[config.mk]
export PLATFORM = sky130hd
export DESIGN_NAME = sgm_signal_modulator
export DESIGN_NICKNAME = d
export VERILOG_FILES = /design/src/shared/sgm_pkg.sv /design/src/rtl/sgm_signal_modulator.sv
export SDC_FILE = /design/constraint.sdc
export NUM_CORES = 1
export LEC_CHECK = 0
export ABC_AREA = 1
export BUFFER_PORTS_ARGS = -buffer_cell sky130_fd_sc_hd__buf_4
export CORE_ASPECT_RATIO = 1.25
export CORE_MARGIN = 5
export CORE_UTILIZATION = 38
export DETAILED_ROUTE_END_ITERATION = 10
export HOLD_SLACK_MARGIN = 0.08
export PLACE_DENSITY_LB_ADDON = 0.12
export SETUP_SLACK_MARGIN = 0.02
export SLEW_MARGIN = 20
export SYNTH_ARGS = -nofsm -noshare
export SYNTH_HDL_FRONTEND = slang
export SYNTH_SLANG_ARGS = --single-unit
[constraint.sdc]
create_clock -name REF_CLK -period 1.8 [get_ports REF_CLK]
set_clock_uncertainty 0.1 [all_clocks]
set_input_delay 0.45 -clock REF_CLK [delete_from_list [all_inputs] [get_ports REF_CLK]]
set_output_delay 0.45 -clock REF_CLK [all_outputs]
set_load 0.05 [all_outputs]
[src/shared/sgm_pkg.sv]
// Package for the data signal modulator: source select widths, reset values
// and the carrier choice type. Assumes one synchronous clock domain.
package sgm_pkg;
    localparam int unsigned SGM_MOD_SEL_W  = 5;
    localparam int unsigned SGM_CAR_SEL_W  = 4;
    localparam int unsigned SGM_N_MOD_SRC  = 32;
    localparam int unsigned SGM_N_CAR_SRC  = 16;
    // Index of the external pin within each source vector
    localparam logic [4:0]  SGM_MOD_PIN_IDX = 5'h00;
    localparam logic [3:0]  SGM_CAR_PIN_IDX = 4'h0;
    // Index that selects the software level as modulation source
    localparam logic [4:0]  SGM_MOD_SW_IDX  = 5'h01;
    localparam logic [4:0]  SGM_MOD_SEL_RST = 5'h00;
    localparam logic [3:0]  SGM_CAR_SEL_RST = 4'h0;
    localparam logic        SGM_BIT_RST     = 1'b0;
    typedef enum logic {SGM_USE_HIGH, SGM_USE_LOW} sgm_car_t;
endpackage

[src/rtl/sgm_signal_modulator.sv]
// Data signal modulator: mixes a selected carrier with a modulation stream.
// Assumes source vectors are driven by peripherals or pins of this clock.
//
// Overview of operation
// The output is the AND of the active carrier and the modulation signal.
// While modulation is high the carrier high signal is the active carrier.
// While modulation is low the carrier low signal is the active carrier.
// Each carrier and the modulation come from a peripheral or a pin.
// Setting the module enable turns the modulator on.
// With enable clear both carriers are forced to ground.
// With enable clear the software level drives the modulation input.
// Clearing enable leaves the stored source selections untouched.
// Setting enable again reconnects the retained selections.
// While the output is disabled the pin is held low; here it is held at OUTPUT_INVERT, so high when inverted.
// High carrier sync delays a high-to-low switch to a carrier fall.
// Low carrier sync delays a low-to-high switch to a carrier fall.
// Each carrier may be inverted independently by its invert bit.
// The output invert bit inverts the modulated output.
// The path is combinational and its level is readable as status.
`timescale 1ns/1ps
module sgm_signal_modulator
    import sgm_pkg::*;
#(
    parameter int unsigned MOD_W = SGM_N_MOD_SRC,
    parameter int unsigned CAR_W = SGM_N_CAR_SRC
) (
    input  wire logic                     REF_CLK,
    input  wire logic                     NRST,
    input  wire logic                     MODULATOR_ENABLE,
    input  wire logic                     SOFTWARE_MODULATION_LEVEL,
    input  wire logic                     OUTPUT_INVERT,
    input  wire logic                     HIGH_CARRIER_INVERT,
    input  wire logic                     LOW_CARRIER_INVERT,
    input  wire logic                     HIGH_CARRIER_SYNC_ENABLE,
    input  wire logic                     LOW_CARRIER_SYNC_ENABLE,
    input  wire logic [SGM_MOD_SEL_W-1:0] MOD_SOURCE_SELECT,
    input  wire logic [SGM_CAR_SEL_W-1:0] HIGH_SOURCE_SELECT,
    input  wire logic [SGM_CAR_SEL_W-1:0] LOW_SOURCE_SELECT,
    input  wire logic                     SELECT_WRITE,
    input  wire logic [MOD_W-1:0]         MOD_SOURCES,
    input  wire logic [CAR_W-1:0]         CARRIER_SOURCES,
    output logic [SGM_MOD_SEL_W-1:0]      MOD_SELECT_READ,
    output logic [SGM_CAR_SEL_W-1:0]      HIGH_SELECT_READ,
    output logic [SGM_CAR_SEL_W-1:0]      LOW_SELECT_READ,
    output logic                          MODULATED_OUTPUT,
    output logic                          MODULATED_OUTPUT_STATUS
);

    logic [SGM_MOD_SEL_W-1:0] mod_sel_reg;
    logic [SGM_CAR_SEL_W-1:0] high_sel_reg;
    logic [SGM_CAR_SEL_W-1:0] low_sel_reg;
    logic                     carrier_high_signal;
    logic                     carrier_low_signal;
    logic                     modulation_signal;
    logic                     high_picked;
    logic                     low_picked;
    logic                     mod_picked;
    logic                     high_hold;
    logic                     low_hold;
    logic                     pin_level;
    sgm_car_t                 car_reg;
    sgm_car_t                 car_next;
    sgm_car_t                 car_eff;
    logic                     mixed;
    logic                     status_reg;

    // Pick one bit of a source vector; used for both carrier selectors
    function automatic logic pick_car(input logic [CAR_W-1:0] v,
                                      input logic [SGM_CAR_SEL_W-1:0] s);
        pick_car = v[s];
    endfunction

    // Pick the modulation source; the software index bypasses the vector
    function automatic logic pick_mod(input logic [MOD_W-1:0] v,
                                      input logic [SGM_MOD_SEL_W-1:0] s,
                                      input logic sw);
        if (s == SGM_MOD_SW_IDX) begin
            pick_mod = sw;
        end else begin
            pick_mod = v[s];
        end
    endfunction

    // Selections change only on reset or an explicit write, never by enable
    always_ff @(posedge REF_CLK) begin
        if (!NRST) begin
            mod_sel_reg <= SGM_MOD_SEL_RST;
        end else if (SELECT_WRITE) begin
            mod_sel_reg <= MOD_SOURCE_SELECT;
        end
    end

    always_ff @(posedge REF_CLK) begin
        if (!NRST) begin
            high_sel_reg <= SGM_CAR_SEL_RST;
        end else if (SELECT_WRITE) begin
            high_sel_reg <= HIGH_SOURCE_SELECT;
        end
    end

    always_ff @(posedge REF_CLK) begin
        if (!NRST) begin
            low_sel_reg <= SGM_CAR_SEL_RST;
        end else if (SELECT_WRITE) begin
            low_sel_reg <= LOW_SOURCE_SELECT;
        end
    end

    assign MOD_SELECT_READ  = mod_sel_reg;
    assign HIGH_SELECT_READ = high_sel_reg;
    assign LOW_SELECT_READ  = low_sel_reg;

    // Source routing; index 0 of each vector is the external pin
    assign high_picked = pick_car(CARRIER_SOURCES, high_sel_reg)
                         ^ HIGH_CARRIER_INVERT;
    assign low_picked  = pick_car(CARRIER_SOURCES, low_sel_reg)
                         ^ LOW_CARRIER_INVERT;
    assign mod_picked  = pick_mod(MOD_SOURCES, mod_sel_reg,
                                  SOFTWARE_MODULATION_LEVEL);

    // Grounded carriers also keep the block quiet and cheap
    always_comb begin
        if (MODULATOR_ENABLE) begin
            carrier_high_signal = high_picked;
            carrier_low_signal  = low_picked;
        end else begin
            carrier_high_signal = 1'b0;
            carrier_low_signal  = 1'b0;
        end
    end

    always_comb begin
        if (MODULATOR_ENABLE) begin
            modulation_signal = mod_picked;
        end else begin
            modulation_signal = SOFTWARE_MODULATION_LEVEL;
        end
    end

    // A carrier is held while its sync is on and it is still high
    assign high_hold = HIGH_CARRIER_SYNC_ENABLE & carrier_high_signal;
    assign low_hold  = LOW_CARRIER_SYNC_ENABLE & carrier_low_signal;

    // Carrier choice: follows modulation unless a sync holds the switch.
    // Edges are seen on the clock, so carriers faster than it may be missed.
    always_comb begin
        car_next = car_reg;
        case (car_reg)
            SGM_USE_HIGH: begin
                if (!modulation_signal) begin
                    if (!HIGH_CARRIER_SYNC_ENABLE || !carrier_high_signal) begin
                        car_next = SGM_USE_LOW;
                    end
                end
            end
            SGM_USE_LOW: begin
                if (modulation_signal) begin
                    if (!LOW_CARRIER_SYNC_ENABLE || !carrier_low_signal) begin
                        car_next = SGM_USE_HIGH;
                    end
                end
            end
            default: car_next = SGM_USE_LOW;
        endcase
    end

    always_ff @(posedge REF_CLK) begin
        if (!NRST) begin
            car_reg <= SGM_USE_LOW;
        end else begin
            car_reg <= car_next;
        end
    end

    // Without sync the switch is immediate, so the path stays combinational
    always_comb begin
        car_eff = car_reg;
        if (modulation_signal) begin
            if (!(car_reg == SGM_USE_LOW && low_hold)) begin
                car_eff = SGM_USE_HIGH;
            end
        end else begin
            if (!(car_reg == SGM_USE_HIGH && high_hold)) begin
                car_eff = SGM_USE_LOW;
            end
        end
    end

    // Held carrier keeps driving the output until its fall
    always_comb begin
        if (car_eff == SGM_USE_HIGH) begin
            mixed = carrier_high_signal
                    & (modulation_signal | car_reg == SGM_USE_HIGH);
        end else begin
            mixed = carrier_low_signal & modulation_signal;
        end
    end

    // Pin low while disabled, then optional inversion
    assign pin_level        = MODULATOR_ENABLE & mixed;
    assign MODULATED_OUTPUT = pin_level ^ OUTPUT_INVERT;

    always_ff @(posedge REF_CLK) begin
        if (!NRST) begin
            status_reg <= SGM_BIT_RST;
        end else begin
            status_reg <= MODULATED_OUTPUT;
        end
    end

    assign MODULATED_OUTPUT_STATUS = status_reg;

endmodule

==> flow_summary.yaml, run 1 <==
setup_path:
  path_max_fanout: 7
  timing.critical_path.cells: "clkinvlp_4, nand2_2, nand3_2, nand3_1, nand3_2, nand2_2, nand2_2, nand3_2, nor2_4, o21ai_2, nand2_2, nand2_2, clkinvlp_4, buf_8"
  crit_path_top_delay_cell: "dfxtp_4"
  data_required_time_of_the_worst_path_ns: 1.25
  critical-path-top-cell-by-count: "nand2_2"
  path_class: "reg2out"
  end_kind: "output pin"
  crit_arrival_ns: 1.97
  slowest_stage_delay_cp_ns: 0.39
  worst_path_dominant_cell_family: "simple AND/OR/NAND/NOR gates"
  critical_path.n_buffers_inverters: 3
  worst_setup_path_start_kind: "flop"
place:
  place_hpwl_mm: 3.74
  finalWeightedCongestion: 0.881
  pre_cts_slack_ns: -0.545
  placedInstanceArea_mm2: 0.00222
  place.port_buffers: 85
timing:
  max-slew-margin-rel_pct: 80.3
  hold_violations: 0
  layout_setup_ws_ns: -0.725
  fin_setup_tns_ns: -0.772
  grt_setup_unrepaired: "yes"
  fin_crit_ns: 2.52
  achievable-frequency_ghz: 0.396
  min_period_over_period_pct: 140
  setup_viol_count_final: 2
  worst_hold_margin_ns: 0.375
  slew_violations: 0
  tightestPinTransition_ns: 0.295
routing:
  route.vias.total: 1901
  first_iter_violations: 86
  post_drt_via_cell_ratio: 4.95
  final_antenna_net_count: 0
  drtPass1Iterations: 4
  drt-wirelength-per-cell_um: 12.8
  remaining_drc_errors: 0
  drt_wl_total_mm: 4.93
synth:
  synth.ff_latch_count: 15
  syn_avg_cell_area_um2: 5.88
  ys_seq_area_share_pct: 22.3
  synth_largest_area_cell: "dfxtp_1"
  yosys_most_used_dff: "dfxtp_1"
  postSynthCellCount: 229
  netlist.area_leader.share_pct: 22.3
  synth_warnings: 0
  ys_top_cells_by_count: "nand2_1 (66), nand3_1 (40), inv_1 (34)"
  post_synth_main_area_contributors: "dfxtp_1 (22%), nand2_1 (18%), nand3_1 (15%), inv_1 (9.5%), a21oi_1 (6.3%)"
  async_flop_share_pct: 0
  post_synth_num_cell_types: 25
  synthMostInstantiatedCell: "nand2_1"
  synthesis.nets: 300
  synth_area_mm2: 0.00135
  synth_enable_flop_cells: 0
grt:
  grt_start_max_net_pins: 27
  antenna_found_initial: 0
  met1_usage_pct: 20.3
  grt_util_all_layers_pct: 19.7
  grtUsageMet3_pct: 4.28
  grt_first_pass_wirelength_mm: 8.03
  grtUsageMet2_pct: 37.1
  via_count_of_the_first_global_routing_pass: 1947
  globalRoute.busiestLayer: "met2"
  globalRoute.totalOverflow: 0
floorplanning:
  placementRows: 24
  initial_util_pct: 39.0
  floorplan.core_area_mm2: 0.00345
  ios: 86
  chipWidth_um: 63.2
  floorplan.die_area_mm2: 0.00484
  dieHeight_um: 76.6
outcome:
  violations: "negative setup slack"
  result_of_the_run: "finished, violations left"
clock_tree:
  numClockSinks: 15
  worst_skew_pair.late_latency_ns: 0.25
  cts_root_buf: "clkbuf_8"
  htree_num_levels: 1
  worst_setup_hold_path_clk_slew_ns: 0.06
  clock_buffers_created_by_tritoncts: 3
  cts_tree: "yes"
  clk_path_buf_depth: 2
power:
  irDropWorstVdd_mv: 0.386
  total_power_per_unit_cell_area_mw_per_mm2: 543
  design_power_total_uw: 1320
  p_leak_uw: 0.00127
run:
  cap_viol_max_count: 0
layout:
  diodes_inserted: 0
  finish.net_count: 417
  flow.area_growth_from_synthesis_pct: 80.4
  max_reg_flops: 5
  layout-drive-gt1-share_pct: 49.0
  postLayoutCellArea_mm2: 0.00243
hold_path:
  timing.hold.worst.class: "in2reg"
## worst reg2reg max path, stage by stage, from the launching register on
cell,delay (ns)
dfxtp_4,0.39
clkinvlp_4,0.19
nand2_2,0.12
nand3_2,0.09
nand3_2,0.08
nand3_2,0.09
nand3_1,0.11
nand3_2,0.09
nor2_4,0.12
o21ai_2,0.08
nand2_2,0.06
nand2_2,0.07
buf_4,0.14
nor2_2,0.06
## where the power goes
part	leakage (uW)	switching [uW]	internal (uW)
sequential	0.000128	25.0	358
clock	0.0000228	124	157
combinational	0.00112	342	312
total	0.00127	491	827
## worst paths after layout
check	endpoint	startpoint	depth (start not counted)	slack, ns
max	MODULATED_OUTPUT	LOW_SELECT_READ[0]	14	-0.72
min	MOD_SELECT_READ[1]	MOD_SOURCE_SELECT[1]	3	0.37
max reg2reg	MODULATED_OUTPUT_STATUS	LOW_SELECT_READ[0]	13	-0.05
min reg2reg	MOD_SELECT_READ[4]	MOD_SELECT_READ[4]	3	0.47
## timing repair
action,CTS,global route
gates resized for setup,12,19
hold buffers,0,0
cloned,0,0
buffers inserted,6,0
setup endpoints to repair,2,2
pin swaps,5,11
## metal layers
| layer | part of all wire [%] | routed length [um] |
|---|---|---|
| met5 | 0 | 0 |
| met4 | 2.6 | 127 |
| met3 | 7.6 | 376 |
| met2 | 53 | 2620 |
| met1 | 37 | 1810 |
## layout make-up
class,count,area (um^2)
well taps,39,48.8
fillers,323,1020
flip-flops and latches,15,318
inverters,36,155
multi-input cells,170,916
repair buffers,120,946
clock buffers,4,45.0
## cell families (layout without fill, tap and decap cells)
group / after synthesis / after routing / synth area share [%]
AO/OA/AOI/OAI: 43 / 43 / 19.0
buffers and inverters: 44 / 160 / 16.3
flip-flops: 15 / 15 / 22.3
AND/OR/NAND/NOR: 127 / 127 / 42.5
## metrics by stage
stage	instances	util (%)
2_1_floorplan	229	-
6_report	384	70.3
4_1_cts	384	68.4
5_1_grt	384	70.3
3_5_place_dp	374	64.2
3_3_place_gp	374	64.2
## cell usage in the layout, fill, tap and decap left out, drive strengths merged
master / count
buf: 120
clkbuf: 4
dfxtp: 15
nand2: 73
nand4: 2
or2: 1
clkinvlp: 2
o211ai: 8
nor2: 9
a21boi: 3
inv: 34
nand3: 40
nand3b: 2
a21oi: 18
o21ai: 14
Note: power is estimated with default switching activity, not from simulation.
==> inputs of run 2 (changes only) <==
--- a/config.mk
+++ b/config.mk
@@ -6,14 +6,14 @@
 export NUM_CORES = 1
 export LEC_CHECK = 0
 export ABC_AREA = 1
-export BUFFER_PORTS_ARGS = -buffer_cell sky130_fd_sc_hd__buf_4
+export BUFFER_PORTS_ARGS = -buffer_cell sky130_fd_sc_hd__buf_2
 export CORE_ASPECT_RATIO = 1.25
 export CORE_MARGIN = 5
 export CORE_UTILIZATION = 38
 export DETAILED_ROUTE_END_ITERATION = 10
 export HOLD_SLACK_MARGIN = 0.08
 export PLACE_DENSITY_LB_ADDON = 0.12
-export SETUP_SLACK_MARGIN = 0.02
+export SETUP_SLACK_MARGIN = 0.5
 export SLEW_MARGIN = 20
 export SYNTH_ARGS = -nofsm -noshare
 export SYNTH_HDL_FRONTEND = slang
==> run 2 against run 1 <==
- the run still ends with negative setup slack left
- setup slack worse by 0.036 ns
- global-route usage is 1.1 points lower
- first-iteration DRC count is 14% higher
- via count is 0.63% lower
- highest routed layer unchanged
- largest power group unchanged
- critical endpoint unchanged
- clock power is 3% higher
- fmax is 1.4% lower
==> flow_summary.yaml, run 2 (synthesized netlist as in run 1, its figures left out) <==
outcome:
  result_of_the_run: "finished, violations left"
  violations: "negative setup slack"
timing:
  setup_viol_count_final: 2
  fin_crit_ns: 2.56
  min_period_over_period_pct: 142
  fin_setup_tns_ns: -0.923
  layout_setup_ws_ns: -0.761
  slew_violations: 0
  grt_setup_unrepaired: "yes"
  worst_hold_margin_ns: 0.371
  achievable-frequency_ghz: 0.391
  tightestPinTransition_ns: 0.307
  hold_violations: 0
  max-slew-margin-rel_pct: 79.5
layout:
  flow.area_growth_from_synthesis_pct: 82.8
  postLayoutCellArea_mm2: 0.00246
  final_common_cell: "buf_2"
  finish.net_count: 417
  diodes_inserted: 0
  sequential_cell_area_um2: 337
  area_of_the_multi_input_gates_um2: 937
  layout-drive-gt1-share_pct: 51.0
  max_reg_flops: 5
  layout_common_cells: "buf_2 (70), nand2_1 (59), inv_1 (32), nand3_1 (28), buf_4 (19)"
  n_fill_cell: 300
place:
  placedInstanceArea_mm2: 0.00199
  finalWeightedCongestion: 0.959
  place_hpwl_mm: 3.53
  place.port_buffers: 85
power:
  design_power_total_uw: 1360
  p_leak_uw: 0.00126
  total_power_per_unit_cell_area_mw_per_mm2: 552
  irDropWorstVdd_mv: 0.485
routing:
  drt-wirelength-per-cell_um: 13.0
  remaining_drc_errors: 0
  first_iter_violations: 98
  final_antenna_net_count: 0
  post_drt_via_cell_ratio: 4.92
  route.vias.total: 1889
  drt_wl_total_mm: 4.99
  drtPass1Iterations: 4
grt:
  grt_start_max_net_pins: 18
  globalRoute.totalOverflow: 0
  antenna_found_initial: 0
  grt_first_pass_wirelength_mm: 7.51
  via_count_of_the_first_global_routing_pass: 1806
  grt_util_all_layers_pct: 18.6
clock_tree:
  htree_num_levels: 1
  cts_root_buf: "clkbuf_8"
  worst_setup_hold_path_clk_slew_ns: 0.07
  hold_buffers: 0
  numClockSinks: 15
  cts_tree: "yes"
  worst_skew_pair.late_latency_ns: 0.25
  clk_path_buf_depth: 2
  clock_buffers_created_by_tritoncts: 3
floorplanning:
  placementRows: 24
  initial_util_pct: 39.0
  dieHeight_um: 76.6
  ios: 86
  floorplan.die_area_mm2: 0.00484
  chipWidth_um: 63.2
  floorplan.core_area_mm2: 0.00345
setup_path:
  worst_setup_path_start_kind: "flop"
  data_required_time_of_the_worst_path_ns: 1.25
  end_kind: "output pin"
  crit_arrival_ns: 2.01
  path_max_fanout: 7
  path_class: "reg2out"
hold_path:
  timing.hold.worst.class: "in2reg"
run:
  cap_viol_max_count: 0
run 2: final timing paths:
path,startpoint,to,slack (ns),cells after the start
min reg2reg,MOD_SELECT_READ[4],MOD_SELECT_READ[4],0.48,3
max reg2reg,LOW_SELECT_READ[0],MODULATED_OUTPUT_STATUS,-0.16,16
min,LOW_SOURCE_SELECT[3],LOW_SELECT_READ[3],0.37,3
max,LOW_SELECT_READ[0],MODULATED_OUTPUT,-0.76,14
run 2: through the flow:
step                      std cells  util (%)  setup WS [ns]
after floorplan                 229         -         -0.472
after global placement          368      57.6         -0.559
after detailed placement        368      57.6         -0.592
after CTS                       377      65.8         -0.660
after global routing            384      71.3         -0.908
final                           384      71.3         -0.761
run 2: area by class of cell:
type	count	area share, %
Clock buffer	4	1.83
Inverter	36	6.10
Multi-Input combinational cell	170	38.1
Sequential cell	15	13.7
Tap cell	39	1.98
Timing Repair Buffer	120	38.3
run 2: timing repair:
item                       CTS  global route
setup endpoints to repair   17            16
resized for setup           64            38
hold endpoints to repair     0             0
pin swaps                    4            19
setup buffers                5             7
run 2: worst max-delay path: stages (launching register included):
cell and delay, ns:
dfxtp_4 0.38, clkinvlp_4 0.15, nand2_2 0.08, nand3_1 0.09
nand3_2 0.11, nand3_2 0.12, nand2_2 0.09, nand2_2 0.06
nand3_2 0.07, nor2_4 0.04, o21ai_2 0.13, nand2_2 0.06
nand2_2 0.08, clkinvlp_4 0.11, buf_8 0.16
run 2: power breakdown:
group,internal (uW),leakage [uW],switching [uW]
Sequential,357,0.000131,32.6
Clock,157,0.0000228,132
Combinational,325,0.00111,355
run 2: routing by layer:
layer  GRT usage (%)  vias to the layer above  wire length, um
met5               0                        -                0
li1                -                      978                -
met3            4.72                       11              404
met1            18.5                      829             1780
met2            36.2                       71             2720
met4            5.82                        0               86
==> inputs of run 3 (changes only) <==
--- a/config.mk
+++ b/config.mk
@@ -6,6 +6,7 @@
 export NUM_CORES = 1
 export LEC_CHECK = 0
 export ABC_AREA = 1
+export ABC_CLOCK_PERIOD_IN_PS = 1800
 export BUFFER_PORTS_ARGS = -buffer_cell sky130_fd_sc_hd__buf_2
 export CORE_ASPECT_RATIO = 1.25
 export CORE_MARGIN = 5
@@ -14,6 +15,7 @@
 export HOLD_SLACK_MARGIN = 0.08
 export PLACE_DENSITY_LB_ADDON = 0.12
 export SETUP_SLACK_MARGIN = 0.5
+export SKIP_CTS_REPAIR_TIMING = 1
 export SLEW_MARGIN = 20
 export SYNTH_ARGS = -nofsm -noshare
 export SYNTH_HDL_FRONTEND = slang
==> run 3 against run 2 <==
- the flow still finishes with violations (negative setup slack)
- wire length is 4.2% lower
- global-route usage is 1.3 points lower
- register-to-register slack gained 0.02 ns
- clock power is 3% lower
- utilization fell by 1.9 points
- count of clock-buffer cells in the layout stayed put
- sequential power is essentially flat
- power fell by 2.9%
- cell count down 0.52%
- critical path depth down 2
- sequential cell count is the same
- non-clock buffer count fell by 2
==> flow_summary.yaml, run 3 (synthesized netlist as in run 1, its figures left out) <==
clock_tree:
  cts_tree: "yes"
  worst_skew_pair.late_latency_ns: 0.25
  htree_num_levels: 1
  clk_path_buf_depth: 2
  worst_setup_hold_path_clk_slew_ns: 0.06
  cts_root_buf: "clkbuf_8"
  numClockSinks: 15
  clock_buffers_created_by_tritoncts: 3
power:
  irDropWorstVdd_mv: 0.512
  total_power_per_unit_cell_area_mw_per_mm2: 551
  seqPwrFrac_pct: 29.4
  power.clock.fraction_pct: 21.2
  power.combinational.fraction_pct: 49.3
  design_power_total_uw: 1320
  internal-power_uw: 824
  power.net_switching_uw: 495
  power.share.switching_pct: 37.5
  p_leak_uw: 0.00124
timing:
  min_period_over_period_pct: 139
  max-slew-margin-rel_pct: 79.2
  fin_crit_ns: 2.50
  hold_violations: 0
  setup_viol_count_final: 2
  grt_setup_unrepaired: "yes"
  achievable-frequency_ghz: 0.400
  layout_setup_ws_ns: -0.701
  tightestPinTransition_ns: 0.312
  slew_violations: 0
layout:
  finish.net_count: 415
  area_of_the_multi_input_gates_um2: 901
  layout_common_cells: "buf_2 (70), nand2_1 (64), inv_1 (32), nand3_1 (30), buf_4 (20)"
  diodes_inserted: 0
  sequential_cell_area_um2: 337
  max_reg_flops: 5
  layout-drive-gt1-share_pct: 48.4
  postLayoutCellArea_mm2: 0.00239
  final_common_cell: "buf_2"
  flow.area_growth_from_synthesis_pct: 77.9
  n_fill_cell: 315
grt:
  globalRoute.totalOverflow: 0
  antenna_found_initial: 0
  grt_first_pass_wirelength_mm: 7.07
  grt_start_max_net_pins: 18
  grt_util_all_layers_pct: 17.3
  via_count_of_the_first_global_routing_pass: 1734
setup_path:
  crit_arrival_ns: 1.95
  timing.critical_path.cells: "buf_6, o211ai_1, nand3_1, nand3_2, nand2_1, nand2_1, inv_1, nor2_2, o211ai_2, nand2_2, clkinvlp_4, buf_8"
  path_class: "reg2out"
  critical_path_stages: 12
  worst_path_dominant_cell_family: "simple AND/OR/NAND/NOR gates"
  slowest_stage_delay_cp_ns: 0.37
  worst-r2r-cell-count: 14
  crit_path_top_delay_cell: "dfxtp_4"
  data_required_time_of_the_worst_path_ns: 1.25
  worst_setup_path_start_kind: "flop"
  critical-path-top-cell-by-count: "nand2_1"
  end_kind: "output pin"
  path_max_fanout: 7
  critical_path.n_buffers_inverters: 4
hold_path:
  timing.hold.worst.class: "in2reg"
  hold-path-cell-count: 3
place:
  placedInstanceArea_mm2: 0.00199
  place_hpwl_mm: 3.53
  finalWeightedCongestion: 0.959
  place.port_buffers: 85
floorplanning:
  floorplan.core_area_mm2: 0.00345
  ios: 86
  placementRows: 24
  floorplan.die_area_mm2: 0.00484
  chipWidth_um: 63.2
  dieHeight_um: 76.6
  initial_util_pct: 39.0
routing:
  remaining_drc_errors: 0
  drtPass1Iterations: 4
  drt-wirelength-per-cell_um: 12.5
  drt_wl_total_mm: 4.78
  first_iter_violations: 105
  post_drt_via_cell_ratio: 4.85
  final_antenna_net_count: 0
  route.vias.total: 1853
run:
  cap_viol_max_count: 0
outcome:
  result_of_the_run: "finished, violations left"
  violations: "negative setup slack"
run 3: cell types whose count changed in the layout (fill, tap and decap cells not counted), sizes merged:
cell,before,now
buf,120,118
run 3: layout make-up:
type	count	share of cell area (%)
Clock buffer	4	1.88
Multi-Input combinational cell	170	37.6
Timing Repair Buffer	118	38.1
Tap cell	39	2.04
Sequential cell	15	14.1
Inverter	36	6.27
run 3: per-layer routing:
layer | vias up | part of all wire (%) | global-route usage, %
met2 | 66 | 54 | 32.4
met4 | 0 | 1.4 | 5.82
met1 | 801 | 37 | 18.4
met5 | - | 0 | 0
met3 | 8 | 8.0 | 4.28
li1 | 978 | - | -
run 3: power groups by stage:
stage	clock (uW)	combinational (uW)	sequential [uW]
floorplan	0	248	467
global placement	0	513	396
detailed placement	0	515	397
CTS	294	517	390
global route	305	709	392
finish	280	651	388
run 3: worst paths after layout:
kind | from | to | slack [ns]
setup reg to reg | HIGH_SELECT_READ[0] | MODULATED_OUTPUT_STATUS | -0.14
setup / recovery | HIGH_SELECT_READ[0] | MODULATED_OUTPUT | -0.70
hold / removal | MOD_SOURCE_SELECT[0] | MOD_SELECT_READ[0] | 0.38
hold reg to reg | MOD_SELECT_READ[4] | MOD_SELECT_READ[4] | 0.48
run 3: per-stage QoR:
step | hold WS, ns | setup TNS (ns) | instances | util (%) | setup WS [ns]
after floorplan | 0.478 | -0.472 | 229 | - | -0.472
after global placement | 0.455 | -0.642 | 368 | 57.6 | -0.559
after detailed placement | 0.469 | -0.715 | 368 | 57.6 | -0.592
after CTS | 0.375 | -0.874 | 372 | 58.9 | -0.803
after global routing | 0.382 | -1.09 | 382 | 69.3 | -0.827
final | 0.376 | -0.836 | 382 | 69.3 | -0.701
run 3: worst min-delay path, delay by kind of cell:
kind	cells	cell delay, ns
buffers and inverters	1	0.07
AO/OA/AOI/OAI	2	0.16
